$ cat config.mk
export PLATFORM = sky130hd
export DESIGN_NAME = ibb_bridge
export DESIGN_NICKNAME = d
export VERILOG_FILES = /design/src/rtl/ibb_pkg.sv /design/src/rtl/ibb_bridge.sv /design/src/rtl/ibb_fifo.sv
export SDC_FILE = /design/constraint.sdc
export NUM_CORES = 2
export LEC_CHECK = 0
export BUFFER_PORTS_ARGS = -buffer_cell sky130_fd_sc_hd__clkbuf_2
export CORE_MARGIN = 3
export CORE_UTILIZATION = 40
export DETAILED_ROUTE_END_ITERATION = 10
export SLEW_MARGIN = 20
export SYNTH_ARGS = -nofsm -noshare
export SYNTH_HDL_FRONTEND = slang
export SYNTH_HIERARCHICAL = 1
export SYNTH_SLANG_ARGS = --single-unit
export TNS_END_PERCENT = 5
$ cat constraint.sdc
create_clock -name clk -period 30.3 [get_ports clk]
set_clock_uncertainty 0.15 [all_clocks]
set_input_delay 4.545 -clock clk [delete_from_list [all_inputs] [get_ports clk]]
set_output_delay 4.545 -clock clk [all_outputs]
set_load 0.02 [all_outputs]
$ cat src/rtl/ibb_pkg.sv
package ibb_pkg;
	localparam int CLK_PERIOD_NS = 40;
	localparam int GLOBAL_CMD_NS = 1000;
	localparam int GLOBAL_CMD_CYCLES = GLOBAL_CMD_NS / CLK_PERIOD_NS;
	localparam int TIMEOUT_CYCLES = 1023;
	localparam int CLEAR_PULSE_CYCLES = 3;
	localparam logic [1:0] REG_TEST_CONTROL = 2'h0;
	localparam logic [1:0] REG_EXT_ADDR = 2'h1;
	localparam logic [1:0] REG_MEM_ADDR = 2'h2;
	localparam logic [1:0] REG_BP_DATA = 2'h3;
	localparam logic [15:0] TC_RESET = 16'h0000;
	localparam int TC_IRQ_MASK_BIT = 0;
	localparam int TC_CSRQ_MASK_BIT = 1;
	// Link bit 22 lands on bit 6 of the word-1 buffer.
	localparam int TC_CLEAR_BIT = 6;
	localparam int CMD_READ_BIT = 15;
	localparam int CMD_GLOBAL_BIT = 14;
	localparam int CMD_CHAN_LSB = 10;
	localparam int CMD_DEV_LSB = 7;
	localparam int CMD_REG_LSB = 0;
	localparam int STAT_PERR_BIT = 0;
	localparam int STAT_TIMEOUT_BIT = 1;
	localparam int STAT_DNV_BIT = 2;

	typedef enum logic [2:0] {
		KIND_RESPONSE = 3'h0,
		KIND_UNSOLICITED = 3'h1,
		KIND_ADDR_READ = 3'h2,
		KIND_ADDR_WRITE = 3'h3,
		KIND_WRITE_DATA = 3'h4
	} ibb_kind_e;

	typedef enum logic [3:0] {
		ST_IDLE = 4'h0,
		ST_R1 = 4'h1,
		ST_R2 = 4'h3,
		ST_M1 = 4'h2,
		ST_M2 = 4'h6,
		ST_W = 4'h7,
		ST_L = 4'h5,
		ST_S1 = 4'h4,
		ST_S2 = 4'hc,
		ST_S3 = 4'hd,
		ST_X1 = 4'hf,
		ST_X2 = 4'he
	} ibb_state_e;

	typedef struct packed {
		logic [15:0] link_word0_bits;
		logic [15:0] link_word1_bits;
		logic link_parity_word0_n;
		logic link_parity_word1_n;
	} ibb_link_in_s;

	typedef struct packed {
		ibb_kind_e kind;
		logic [15:0] link_word0_bits;
		logic [15:0] link_word1_bits;
		logic link_parity_word0_n;
		logic link_parity_word1_n;
	} ibb_link_out_s;

	typedef struct packed {
		logic [15:0] addr;
		logic [7:0] ext_addr;
		logic [15:0] data;
		logic addr_strobe;
		logic mem_write;
		logic data_strobe;
		logic cmd_reply;
		logic bus_grant;
		logic data_not_valid_flag;
		logic irq;
		logic channel_service_request;
	} ibb_bp_in_s;

	// Active-low odd parity pin level: low when the word has an even count of ones.
	function automatic logic par_n_of(input logic [15:0] x);
		par_n_of = ^x;
	endfunction
endpackage

$ cat src/rtl/ibb_bridge.sv
`timescale 1ns/1ps
module ibb_bridge #(
	parameter int FIFO_DEPTH = 16
) (
	input wire logic clk, // 25 MHz clock
	input wire logic reset, // async reset, high
	input wire logic adapter_reset_n, // adapter reset, low
	input wire logic power_on_good, // power good, low resets
	input wire logic backplane_power_on_request, // power-on from buffer board
	input wire logic msg_avail, // message waiting on link
	output logic msg_req, // request message word
	input wire ibb_pkg::ibb_link_in_s link_in, // inbound link word pair
	input wire logic link_in_valid, // inbound pair valid
	output ibb_pkg::ibb_link_out_s link_out, // outbound link word pair
	output logic link_out_valid, // outbound pair valid
	input wire logic link_out_ready, // buffer board takes pair
	input wire ibb_pkg::ibb_bp_in_s bp_in, // raw backplane inputs
	output logic [15:0] bp_addr_out, // backplane address lines
	output logic bp_addr_oe, // address lines driven
	output logic [15:0] bp_data_out, // backplane data lines
	output logic bp_data_oe, // data lines driven
	output logic bp_cmd_strobe, // master command strobe
	output logic bp_global, // command is global
	output logic bp_bus_req, // backplane ownership request
	output logic bp_addr_ack, // slave address acknowledge
	output logic bp_data_ack, // slave data acknowledge
	output logic bp_parity_err, // memory read data parity error
	output logic bp_reset_out, // backplane clear pulse
	output logic bp_power_on, // backplane power-on
	output logic busy // controller not idle
);
	import ibb_pkg::*;
	localparam int BPW = $bits(ibb_bp_in_s);

	logic [1:0] rst_q;
	logic rst;
	logic [BPW-1:0] s1_q, s2_q, s3_q, f_q;
	ibb_bp_in_s bp_s;
	ibb_state_e state_q, state_d;
	logic [15:0] w0_q, w1_q, tc_q, mar_q, bpd_q;
	logic p0_q, p1_q, mar_par_q, mem_wr_q, aack_q, dack_q, perr_q, pon_q, clr_pend_q;
	logic [7:0] ext_a_q, ext_b_q;
	logic [2:0] stat_q;
	logic [9:0] cnt_q;
	logic [1:0] clr_cnt_q;

	// Any of the three reset sources resets at once; release is held for two clocks.
	wire raw_rst = reset || !adapter_reset_n || !power_on_good;
	always_ff @(posedge clk or posedge raw_rst) begin
		if (raw_rst)
			rst_q <= 2'h3;
		else
			rst_q <= {rst_q[0], 1'b0};
	end
	assign rst = rst_q[1];

	// The first stage feeds only the second; a bit changes when stages two and three agree.
	genvar b;
	generate
		for (b = 0; b < BPW; b++) begin : g_sync
			always_ff @(posedge clk or posedge rst) begin
				if (rst) begin
					s1_q[b] <= 1'b0;
					s2_q[b] <= 1'b0;
					s3_q[b] <= 1'b0;
					f_q[b] <= 1'b0;
				end else begin
					s1_q[b] <= bp_in[b];
					s2_q[b] <= s1_q[b];
					s3_q[b] <= s2_q[b];
					if (s2_q[b] == s3_q[b])
						f_q[b] <= s3_q[b];
				end
			end
		end
	endgenerate
	assign bp_s = f_q;

	// Command decode on the word-0 buffer.
	wire cmd_read = w0_q[CMD_READ_BIT];
	wire cmd_global = w0_q[CMD_GLOBAL_BIT];
	wire cmd_local = !cmd_global && w0_q[CMD_CHAN_LSB +: 4] == 4'h0
		&& w0_q[CMD_DEV_LSB +: 3] == 3'h0;
	wire [1:0] reg_sel = w0_q[CMD_REG_LSB +: 2];
	wire cmd_perr = (p0_q != par_n_of(w0_q)) || (p1_q != par_n_of(w1_q));
	wire irq_on = bp_s.irq && tc_q[TC_IRQ_MASK_BIT];
	wire csrq_on = bp_s.channel_service_request && tc_q[TC_CSRQ_MASK_BIT];
	wire int_pend = irq_on || csrq_on;
	wire in_idle = (state_q == ST_IDLE);
	wire mem_go = in_idle && !msg_avail && bp_s.addr_strobe;
	wire int_go = in_idle && !msg_avail && !bp_s.addr_strobe && int_pend;
	wire m2_timeout = !cmd_global && !bp_s.cmd_reply && cnt_q == 10'(TIMEOUT_CYCLES);
	wire m2_global_end = cmd_global && cnt_q == 10'(GLOBAL_CMD_CYCLES - 1);
	wire m2_done = m2_global_end || (!cmd_global && bp_s.cmd_reply) || m2_timeout;
	wire reg_write = (state_q == ST_L) && !cmd_read;
	wire s2_wr_take = (state_q == ST_S2) && mem_wr_q && bp_s.data_strobe;
	wire s2_rd_take = (state_q == ST_S2) && !mem_wr_q && link_in_valid;
	wire s3_exit = (state_q == ST_S3) && dack_q && !bp_s.data_strobe && !bp_s.addr_strobe;

	// Register read path: registers 0, 1 and 3 by the outbound data bus, 2 by the internal bus.
	wire [15:0] dbus_reg = (reg_sel == REG_TEST_CONTROL) ? tc_q :
		(reg_sel == REG_EXT_ADDR) ? {8'h00, ext_b_q} : bpd_q;
	wire [15:0] reg_rd = (reg_sel == REG_MEM_ADDR) ? mar_q : dbus_reg;
	wire [15:0] resp_w1 = cmd_local ? reg_rd : bpd_q;
	wire in_mem = (state_q == ST_S1) || (state_q == ST_S2);
	wire [7:0] xbus = in_mem ? ext_a_q : {5'h00, stat_q};

	logic push_valid;
	logic push_ready;
	ibb_kind_e push_kind;
	logic [15:0] push_w0, push_w1;
	ibb_link_out_s push_word;

	always_comb begin
		push_valid = 1'b0;
		push_kind = KIND_RESPONSE;
		push_w0 = {xbus, 8'h00};
		push_w1 = resp_w1;
		if (state_q == ST_W) begin
			push_valid = 1'b1;
		end else if (state_q == ST_X1) begin
			push_valid = 1'b1;
			push_kind = KIND_UNSOLICITED;
			push_w1 = {14'h0000, csrq_on, irq_on};
		end else if (state_q == ST_S1) begin
			push_valid = 1'b1;
			push_kind = mem_wr_q ? KIND_ADDR_WRITE : KIND_ADDR_READ;
			push_w1 = mar_q;
		end else if (s2_wr_take) begin
			push_valid = 1'b1;
			push_kind = KIND_WRITE_DATA;
			push_w0 = bp_s.data;
			push_w1 = bp_s.data;
		end
	end

	// Outbound parity is generated only; address parity was made when the address was stored.
	assign push_word.kind = push_kind;
	assign push_word.link_word0_bits = push_w0;
	assign push_word.link_word1_bits = push_w1;
	assign push_word.link_parity_word0_n = par_n_of(push_w0);
	assign push_word.link_parity_word1_n = (state_q == ST_S1) ? mar_par_q :
		par_n_of(push_w1);

	ibb_fifo #(
		.WIDTH($bits(ibb_link_out_s)),
		.DEPTH(FIFO_DEPTH)
	) u_out_fifo (
		.clk(clk),
		.reset(rst),
		.in_valid(push_valid),
		.in_ready(push_ready),
		.in_data(push_word),
		.out_valid(link_out_valid),
		.out_ready(link_out_ready),
		.out_data(link_out)
	);

	// Priority from idle: CPU message, then memory request, then unsolicited message.
	always_comb begin
		state_d = state_q;
		unique case (state_q)
			ST_IDLE: begin
				if (msg_avail)
					state_d = ST_R1;
				else if (mem_go)
					state_d = ST_S1;
				else if (int_go)
					state_d = ST_X1;
			end
			ST_R1: if (link_in_valid) state_d = ST_R2;
			ST_R2: state_d = cmd_perr ? ST_W : (cmd_local ? ST_L : ST_M1);
			ST_M1: if (bp_s.bus_grant) state_d = ST_M2;
			ST_M2: if (m2_done) state_d = ST_W;
			ST_L: state_d = ST_W;
			ST_W: if (push_ready) state_d = ST_IDLE;
			ST_X1: if (push_ready) state_d = ST_X2;
			ST_X2: state_d = ST_IDLE;
			ST_S1: if (push_ready) state_d = ST_S2;
			ST_S2: if ((s2_wr_take && push_ready) || s2_rd_take) state_d = ST_S3;
			ST_S3: if (s3_exit) state_d = ST_IDLE;
			default: state_d = ST_IDLE;
		endcase
	end

	always_ff @(posedge clk or posedge rst) begin
		if (rst)
			state_q <= ST_IDLE;
		else
			state_q <= state_d;
	end

	// Link buffers keep the received parity pins for later checking.
	always_ff @(posedge clk or posedge rst) begin
		if (rst) begin
			w0_q <= 16'h0000;
			w1_q <= 16'h0000;
			p0_q <= 1'b0;
			p1_q <= 1'b0;
		end else if ((state_q == ST_R1 && link_in_valid) || s2_rd_take) begin
			w0_q <= link_in.link_word0_bits;
			w1_q <= link_in.link_word1_bits;
			p0_q <= link_in.link_parity_word0_n;
			p1_q <= link_in.link_parity_word1_n;
		end
	end

	always_ff @(posedge clk or posedge rst) begin
		if (rst) begin
			mar_q <= 16'h0000;
			mar_par_q <= 1'b0;
			ext_a_q <= 8'h00;
			ext_b_q <= 8'h00;
			mem_wr_q <= 1'b0;
		end else if (mem_go) begin
			mar_q <= bp_s.addr;
			mar_par_q <= par_n_of(bp_s.addr);
			ext_a_q <= bp_s.ext_addr;
			ext_b_q <= bp_s.ext_addr;
			mem_wr_q <= bp_s.mem_write;
		end else if (reg_write && reg_sel == REG_MEM_ADDR) begin
			mar_q <= w1_q;
			mar_par_q <= par_n_of(w1_q);
		end
	end

	always_ff @(posedge clk or posedge rst) begin
		if (rst)
			bpd_q <= 16'h0000;
		else if (s2_wr_take || (state_q == ST_M2 && bp_s.cmd_reply && cmd_read))
			bpd_q <= bp_s.data;
		else if ((state_q == ST_M1 && !cmd_read) || (reg_write && reg_sel == REG_BP_DATA))
			bpd_q <= w1_q;
	end

	// A software write to the control register wins over the mask clear after an unsolicited send.
	always_ff @(posedge clk or posedge rst) begin
		if (rst)
			tc_q <= TC_RESET;
		else if (reg_write && reg_sel == REG_TEST_CONTROL)
			tc_q <= w1_q;
		else if (state_q == ST_X2) begin
			tc_q[TC_IRQ_MASK_BIT] <= 1'b0;
			tc_q[TC_CSRQ_MASK_BIT] <= 1'b0;
		end
	end

	always_ff @(posedge clk or posedge rst) begin
		if (rst)
			stat_q <= 3'h0;
		else if (in_idle && msg_avail)
			stat_q <= 3'h0;
		else begin
			if (state_q == ST_R2 && cmd_perr)
				stat_q[STAT_PERR_BIT] <= 1'b1;
			if (state_q == ST_M2 && m2_timeout)
				stat_q[STAT_TIMEOUT_BIT] <= 1'b1;
			if (state_q == ST_M2 && bp_s.data_not_valid_flag)
				stat_q[STAT_DNV_BIT] <= 1'b1;
		end
	end

	always_ff @(posedge clk or posedge rst) begin
		if (rst)
			cnt_q <= 10'h000;
		else if (state_q == ST_M2)
			cnt_q <= cnt_q + 10'h001;
		else
			cnt_q <= 10'h000;
	end

	// Slave handshakes: acks hold until the channel drops both strobes.
	always_ff @(posedge clk or posedge rst) begin
		if (rst) begin
			aack_q <= 1'b0;
			dack_q <= 1'b0;
			perr_q <= 1'b0;
		end else if (s3_exit) begin
			aack_q <= 1'b0;
			dack_q <= 1'b0;
			perr_q <= 1'b0;
		end else begin
			if (state_q == ST_S1 && push_ready)
				aack_q <= 1'b1;
			if ((s2_wr_take && push_ready) || (state_q == ST_S3 && bp_s.data_strobe))
				dack_q <= 1'b1;
			if (s2_rd_take)
				perr_q <= link_in.link_parity_word0_n
					!= par_n_of(link_in.link_word0_bits);
		end
	end

	// The clear waits for idle so an in-flight response is never cut short.
	always_ff @(posedge clk or posedge rst) begin
		if (rst) begin
			clr_pend_q <= 1'b0;
			clr_cnt_q <= 2'h0;
		end else begin
			if (reg_write && reg_sel == REG_TEST_CONTROL && w1_q[TC_CLEAR_BIT])
				clr_pend_q <= 1'b1;
			else if (in_idle && clr_pend_q)
				clr_pend_q <= 1'b0;
			if (in_idle && clr_pend_q)
				clr_cnt_q <= 2'(CLEAR_PULSE_CYCLES);
			else if (clr_cnt_q != 2'h0)
				clr_cnt_q <= clr_cnt_q - 2'h1;
		end
	end

	always_ff @(posedge clk or posedge rst) begin
		if (rst)
			pon_q <= 1'b0;
		else
			pon_q <= backplane_power_on_request;
	end

	assign msg_req = (state_q == ST_R1);
	assign bp_bus_req = (state_q == ST_M1) || (state_q == ST_M2);
	assign bp_cmd_strobe = (state_q == ST_M2);
	assign bp_global = (state_q == ST_M2) && cmd_global;
	assign bp_addr_out = w0_q;
	assign bp_addr_oe = (state_q == ST_M2);
	assign bp_data_out = (state_q == ST_S3) ? w0_q : w1_q;
	assign bp_data_oe = (state_q == ST_M2 && !cmd_read) || (state_q == ST_L)
		|| (state_q == ST_S3 && !mem_wr_q);
	assign bp_addr_ack = aack_q;
	assign bp_data_ack = dack_q;
	assign bp_parity_err = perr_q;
	assign bp_reset_out = (clr_cnt_q != 2'h0);
	assign bp_power_on = pon_q;
	assign busy = !in_idle;
endmodule

$ cat src/rtl/ibb_fifo.sv
`timescale 1ns/1ps
module ibb_fifo #(
	parameter int WIDTH = 38,
	parameter int DEPTH = 16
) (
	input wire logic clk, // clock
	input wire logic reset, // async reset, high
	input wire logic in_valid, // write request
	output logic in_ready, // room available
	input wire logic [WIDTH-1:0] in_data, // write word
	output logic out_valid, // word available
	input wire logic out_ready, // reader takes word
	output logic [WIDTH-1:0] out_data // head word
);
	localparam int AW = (DEPTH > 1) ? $clog2(DEPTH) : 1;
	localparam int CW = $clog2(DEPTH + 1);
	logic [WIDTH-1:0] mem_q [DEPTH];
	logic [AW-1:0] wr_q, rd_q;
	logic [CW-1:0] cnt_q;
	wire push = in_valid && in_ready;
	wire pop = out_valid && out_ready;
	wire [AW-1:0] wr_inc = (wr_q == AW'(DEPTH - 1)) ? '0 : wr_q + 1'b1;
	wire [AW-1:0] rd_inc = (rd_q == AW'(DEPTH - 1)) ? '0 : rd_q + 1'b1;

	assign in_ready = (cnt_q != CW'(DEPTH));
	assign out_valid = (cnt_q != '0);
	assign out_data = mem_q[rd_q];

	genvar i;
	generate
		for (i = 0; i < DEPTH; i++) begin : g_entry
			always_ff @(posedge clk or posedge reset) begin
				if (reset)
					mem_q[i] <= '0;
				else if (push && wr_q == AW'(i))
					mem_q[i] <= in_data;
			end
		end
	endgenerate

	always_ff @(posedge clk or posedge reset) begin
		if (reset) begin
			wr_q <= '0;
			rd_q <= '0;
			cnt_q <= '0;
		end else begin
			if (push)
				wr_q <= wr_inc;
			if (pop)
				rd_q <= rd_inc;
			if (push && !pop)
				cnt_q <= cnt_q + 1'b1;
			else if (pop && !push)
				cnt_q <= cnt_q - 1'b1;
		end
	end
endmodule

==> impl_metrics.toml <==
[status]
status = "finished, final reports clean"

[clock_tree]
numClockSinks = 915
clkTransAtPathRegs_ns = 0.06
cts.path.max_buffers = 3
root_buffer = "clkbuf_16"
cts_inserted_buffers = 97
htreeDepth = 3
cts_resized = 0
postCtsHoldBufs = 0
insertion_delay_ns = 0.66
cts_setup_buffers = 0
cts_tree = "built"

[sta]
period_needed_ns = 8.51
relSlewSlack_pct = 23.9
fin_setup_tns_ns = 0
slew_viol_final = 0
max_freq_ghz = 0.117
worst_pin_slew_ns = 1.14
finalCritPeriodShare_pct = 28.1
hold_viol_final = 0
finalSetupViolations = 0
timing.final.ws_setup_ns = 21.79
rsz0062_at_grt = "no"

[worst_setup_path]
startpoint = "u_out_fifo/rd_q[1]"
worst-path-buf-inv = 2
worstSetupPathType = "reg2out"
cp-endpoint = "link_out[14]"
crit_path_cell_trace = "buf_4, mux4_2, a22oi_1, nand2_1, clkbuf_2"
slowest_delay_ns = 1.00
crit_path_end_kind = "primary output"
required_ns = 25.61
crit_fanout = 57
timing.rr.end = "u_out_fifo/mem_q[0]"
crit_family = "buffers and inverters"
cp-start-kind = "register"
rr_worst_depth = 13
cp.depth = 5
r2r_slack_ns = 24.29
critical-path-slowest-cell = "dfrtp_4"
timing.rr.start = "state_q[3]"
arrival_ns = 3.82

[final_layout]
final-instance-count-excl-fill = 4301
fin_nets = 2969
synthToLayoutAreaGrowth_pct = 13.3
finish.utilization_pct = 46.0
antenna_cells = 0
layout-drive-gt1-share_pct = 38.3

[floorplan]
row_count = 116
io-pin-count = 172
start_util_pct = 40.6
fp.dieW_um = 326
core_um2 = 101000
die_h_um = 326
die-area_um2 = 106000

[global_route]
grt_antenna_before_repair = 0
grtUsageMet3_pct = 3.02
grt_pass1_vias = 25400
overflow = 0
grt_pass1_wl_mm = 160
grt_use_total_pct = 19.5
grtUsageMet1_pct = 26.5
grt-busiest-layer = "met2"
grt_max_degree = 185
use_met2_pct = 31.7

[logic_synthesis]
async_flop_share_pct = 100
synth.net_count = 2836
synth_ff_type = "dfrtp_1"
ys_seq_area_share_pct = 56.0
synth_area_per_cell_um2 = 15.0
synth_common_cells = "dfrtp_1 (913), mux2_2 (346), mux2_4 (210)"
ys_top_cells_by_area = "dfrtp_1 (56%), mux2_2 (9.5%), mux4_2 (8.1%), mux2_4 (7.7%), mux2_1 (2.6%)"
synthesis.instances = 2727
yosysWarnings = 6
yosysUniqueCellTypes = 79
synth_largest_area_cell = "dfrtp_1"
yosysTopAreaCellShare_pct = 55.8
synth_seq_cells = 915
synthesis.area_um2 = 40900
synth_most_common_cell = "dfrtp_1"
synth-edff-count = 0

[placed_design]
portBuffers = 171
place_inst = 4117
dp_hpwl_mm = 60.7
gp_congestion = 0.874
dpl_worst_slack_ns = 22.46

[route]
wirelength_mm = 103
vias = 23700
drt_iter0_drc = 1657
dr.pass1.iters = 8
avgRoutedWirePerCell_um = 24.0
drtAntennaViolNets = 0
route.detailed.drc = 0
vias_per_cell = 5.50

[pwr]
peakVddDrop_mv = 0.112
p_leak_nw = 22.2
totalPowerFinal_mw = 4.81
powerDensity_nw_per_um2 = 104

[hold_path]
worst_hold_path_type = "reg2reg"

[job]
max-cap-violations = 0
==> placed cells by master, fill, tap and decap left out, types with 5 or more instances in the layout <==
cell type  synthesis  routed
nand3_1           11      11
nand2b_1           7       7
a221oi_1           5       5
inv_1             28      26
clkbuf_8           0      27
o21ai_0           78      72
and2_1            14      13
nand2_1          185     185
clkbuf_2           1     171
maj3_1            48      48
nand3_4           12      14
xnor2_1           71      71
mux2i_1           18      18
nor3_1            19      18
clkbuf_16          0     100
mux2_4           210     210
bufinv_16          0      10
a21o_1             8       8
xor2_1            22      22
ha_1              18      18
and3_1             6       5
a31oi_1            5       5
a21oi_1           33      31
o21ai_1            3       7
clkbuf_1         103      20
nor2b_1           14      11
mux2_1            94      94
a22oi_1           94      94
buf_4              8      42
mux2_2           346     346
dfrtp_1          913     911
clkinv_2           0      18
mux4_2           148     148
nor2_1            49      46
==> worst register-to-register path, cell delays in order (launching register included) <==
cell       delay, ns
dfrtp_1         0.73
nand4bb_1       0.49
or2_1           0.37
buf_4           0.21
inv_1           0.40
buf_4           0.42
o21ai_0         0.15
nand2_1         0.09
nand3_1         0.61
xnor3_1         0.62
xnor3_1         0.40
xor3_1          0.40
a21oi_2         0.59
mux2_2          0.29
==> kinds of logic (layout without fill, tap and decap cells) <==
logic type | count (synthesis) | in the layout | share of synthesized area (%)
muxes | 816 | 816 | 28.4
and+or+nand+nor | 345 | 345 | 4.27
xor gates and xnor gates | 98 | 98 | 2.25
DFF | 915 | 915 | 56.0
AOI/OAI and AO/OA | 272 | 272 | 4.46
other | 1 | 1 | 0.00916
adders and majority gates | 67 | 67 | 1.77
buffers and inverters | 213 | 430 | 2.88
==> power by group <==
group | switching (mW) | internal (mW)
registers | 0.258 | 1.51
clock network | 0.494 | 0.759
logic | 0.984 | 0.811
total | 1.74 | 3.08
==> sequential cells by signal (all words and copies together) (netlist names), 5 cells and up <==
register,flops
s1_q,48
bpd_q,16
ext_b_q,8
mar_q,16
s2_q,48
cnt_q,10
u_out_fifo/mem_q,592
bp_addr_out,16
tc_q,16
w1_q,16
s3_q,48
bp_s,48
u_out_fifo/cnt_q,5
==> how the worst min path moves through the flow <==
stage	startpoint	depth (start not counted)	to	slack, ns
global route	s1_q[8]	0	s2_q[8]	0.20
detailed placement	s1_q[35]	0	s2_q[35]	0.18
global placement	s1_q[11]	0	s2_q[11]	0.19
floorplan	s1_q[0]	0	s2_q[0]	0.18
CTS	s1_q[8]	0	s2_q[8]	0.19
finish	s1_q[8]	0	s2_q[8]	0.19
==> metrics by stage <==
stage / area, µm² / hold slack (ns)
CTS: 46300 / 0.187
global route: 46400 / 0.197
floorplan: 40900 / 0.181
detailed placement: 42900 / 0.185
finish: 46400 / 0.188
global placement: 42900 / 0.186
==> area by class of cell <==
class	count	area (µm²)
fillers	8804	54400
flip-flops and latches	915	22900
multi-input cells	1599	16900
clock buffers	147	2950
well taps	1357	1700
repair buffers	219	1270
clock inverters	36	485
inverters	28	120
==> metal layers <==
metal  vias to the layer above  part of all wire, %
met5                         -                    0
met4                         0                  3.1
met3                       185                  4.7
met2                       691                   48
met1                     12600                   44
li1                      10200                    -
(Power assumes the default switching activity.)
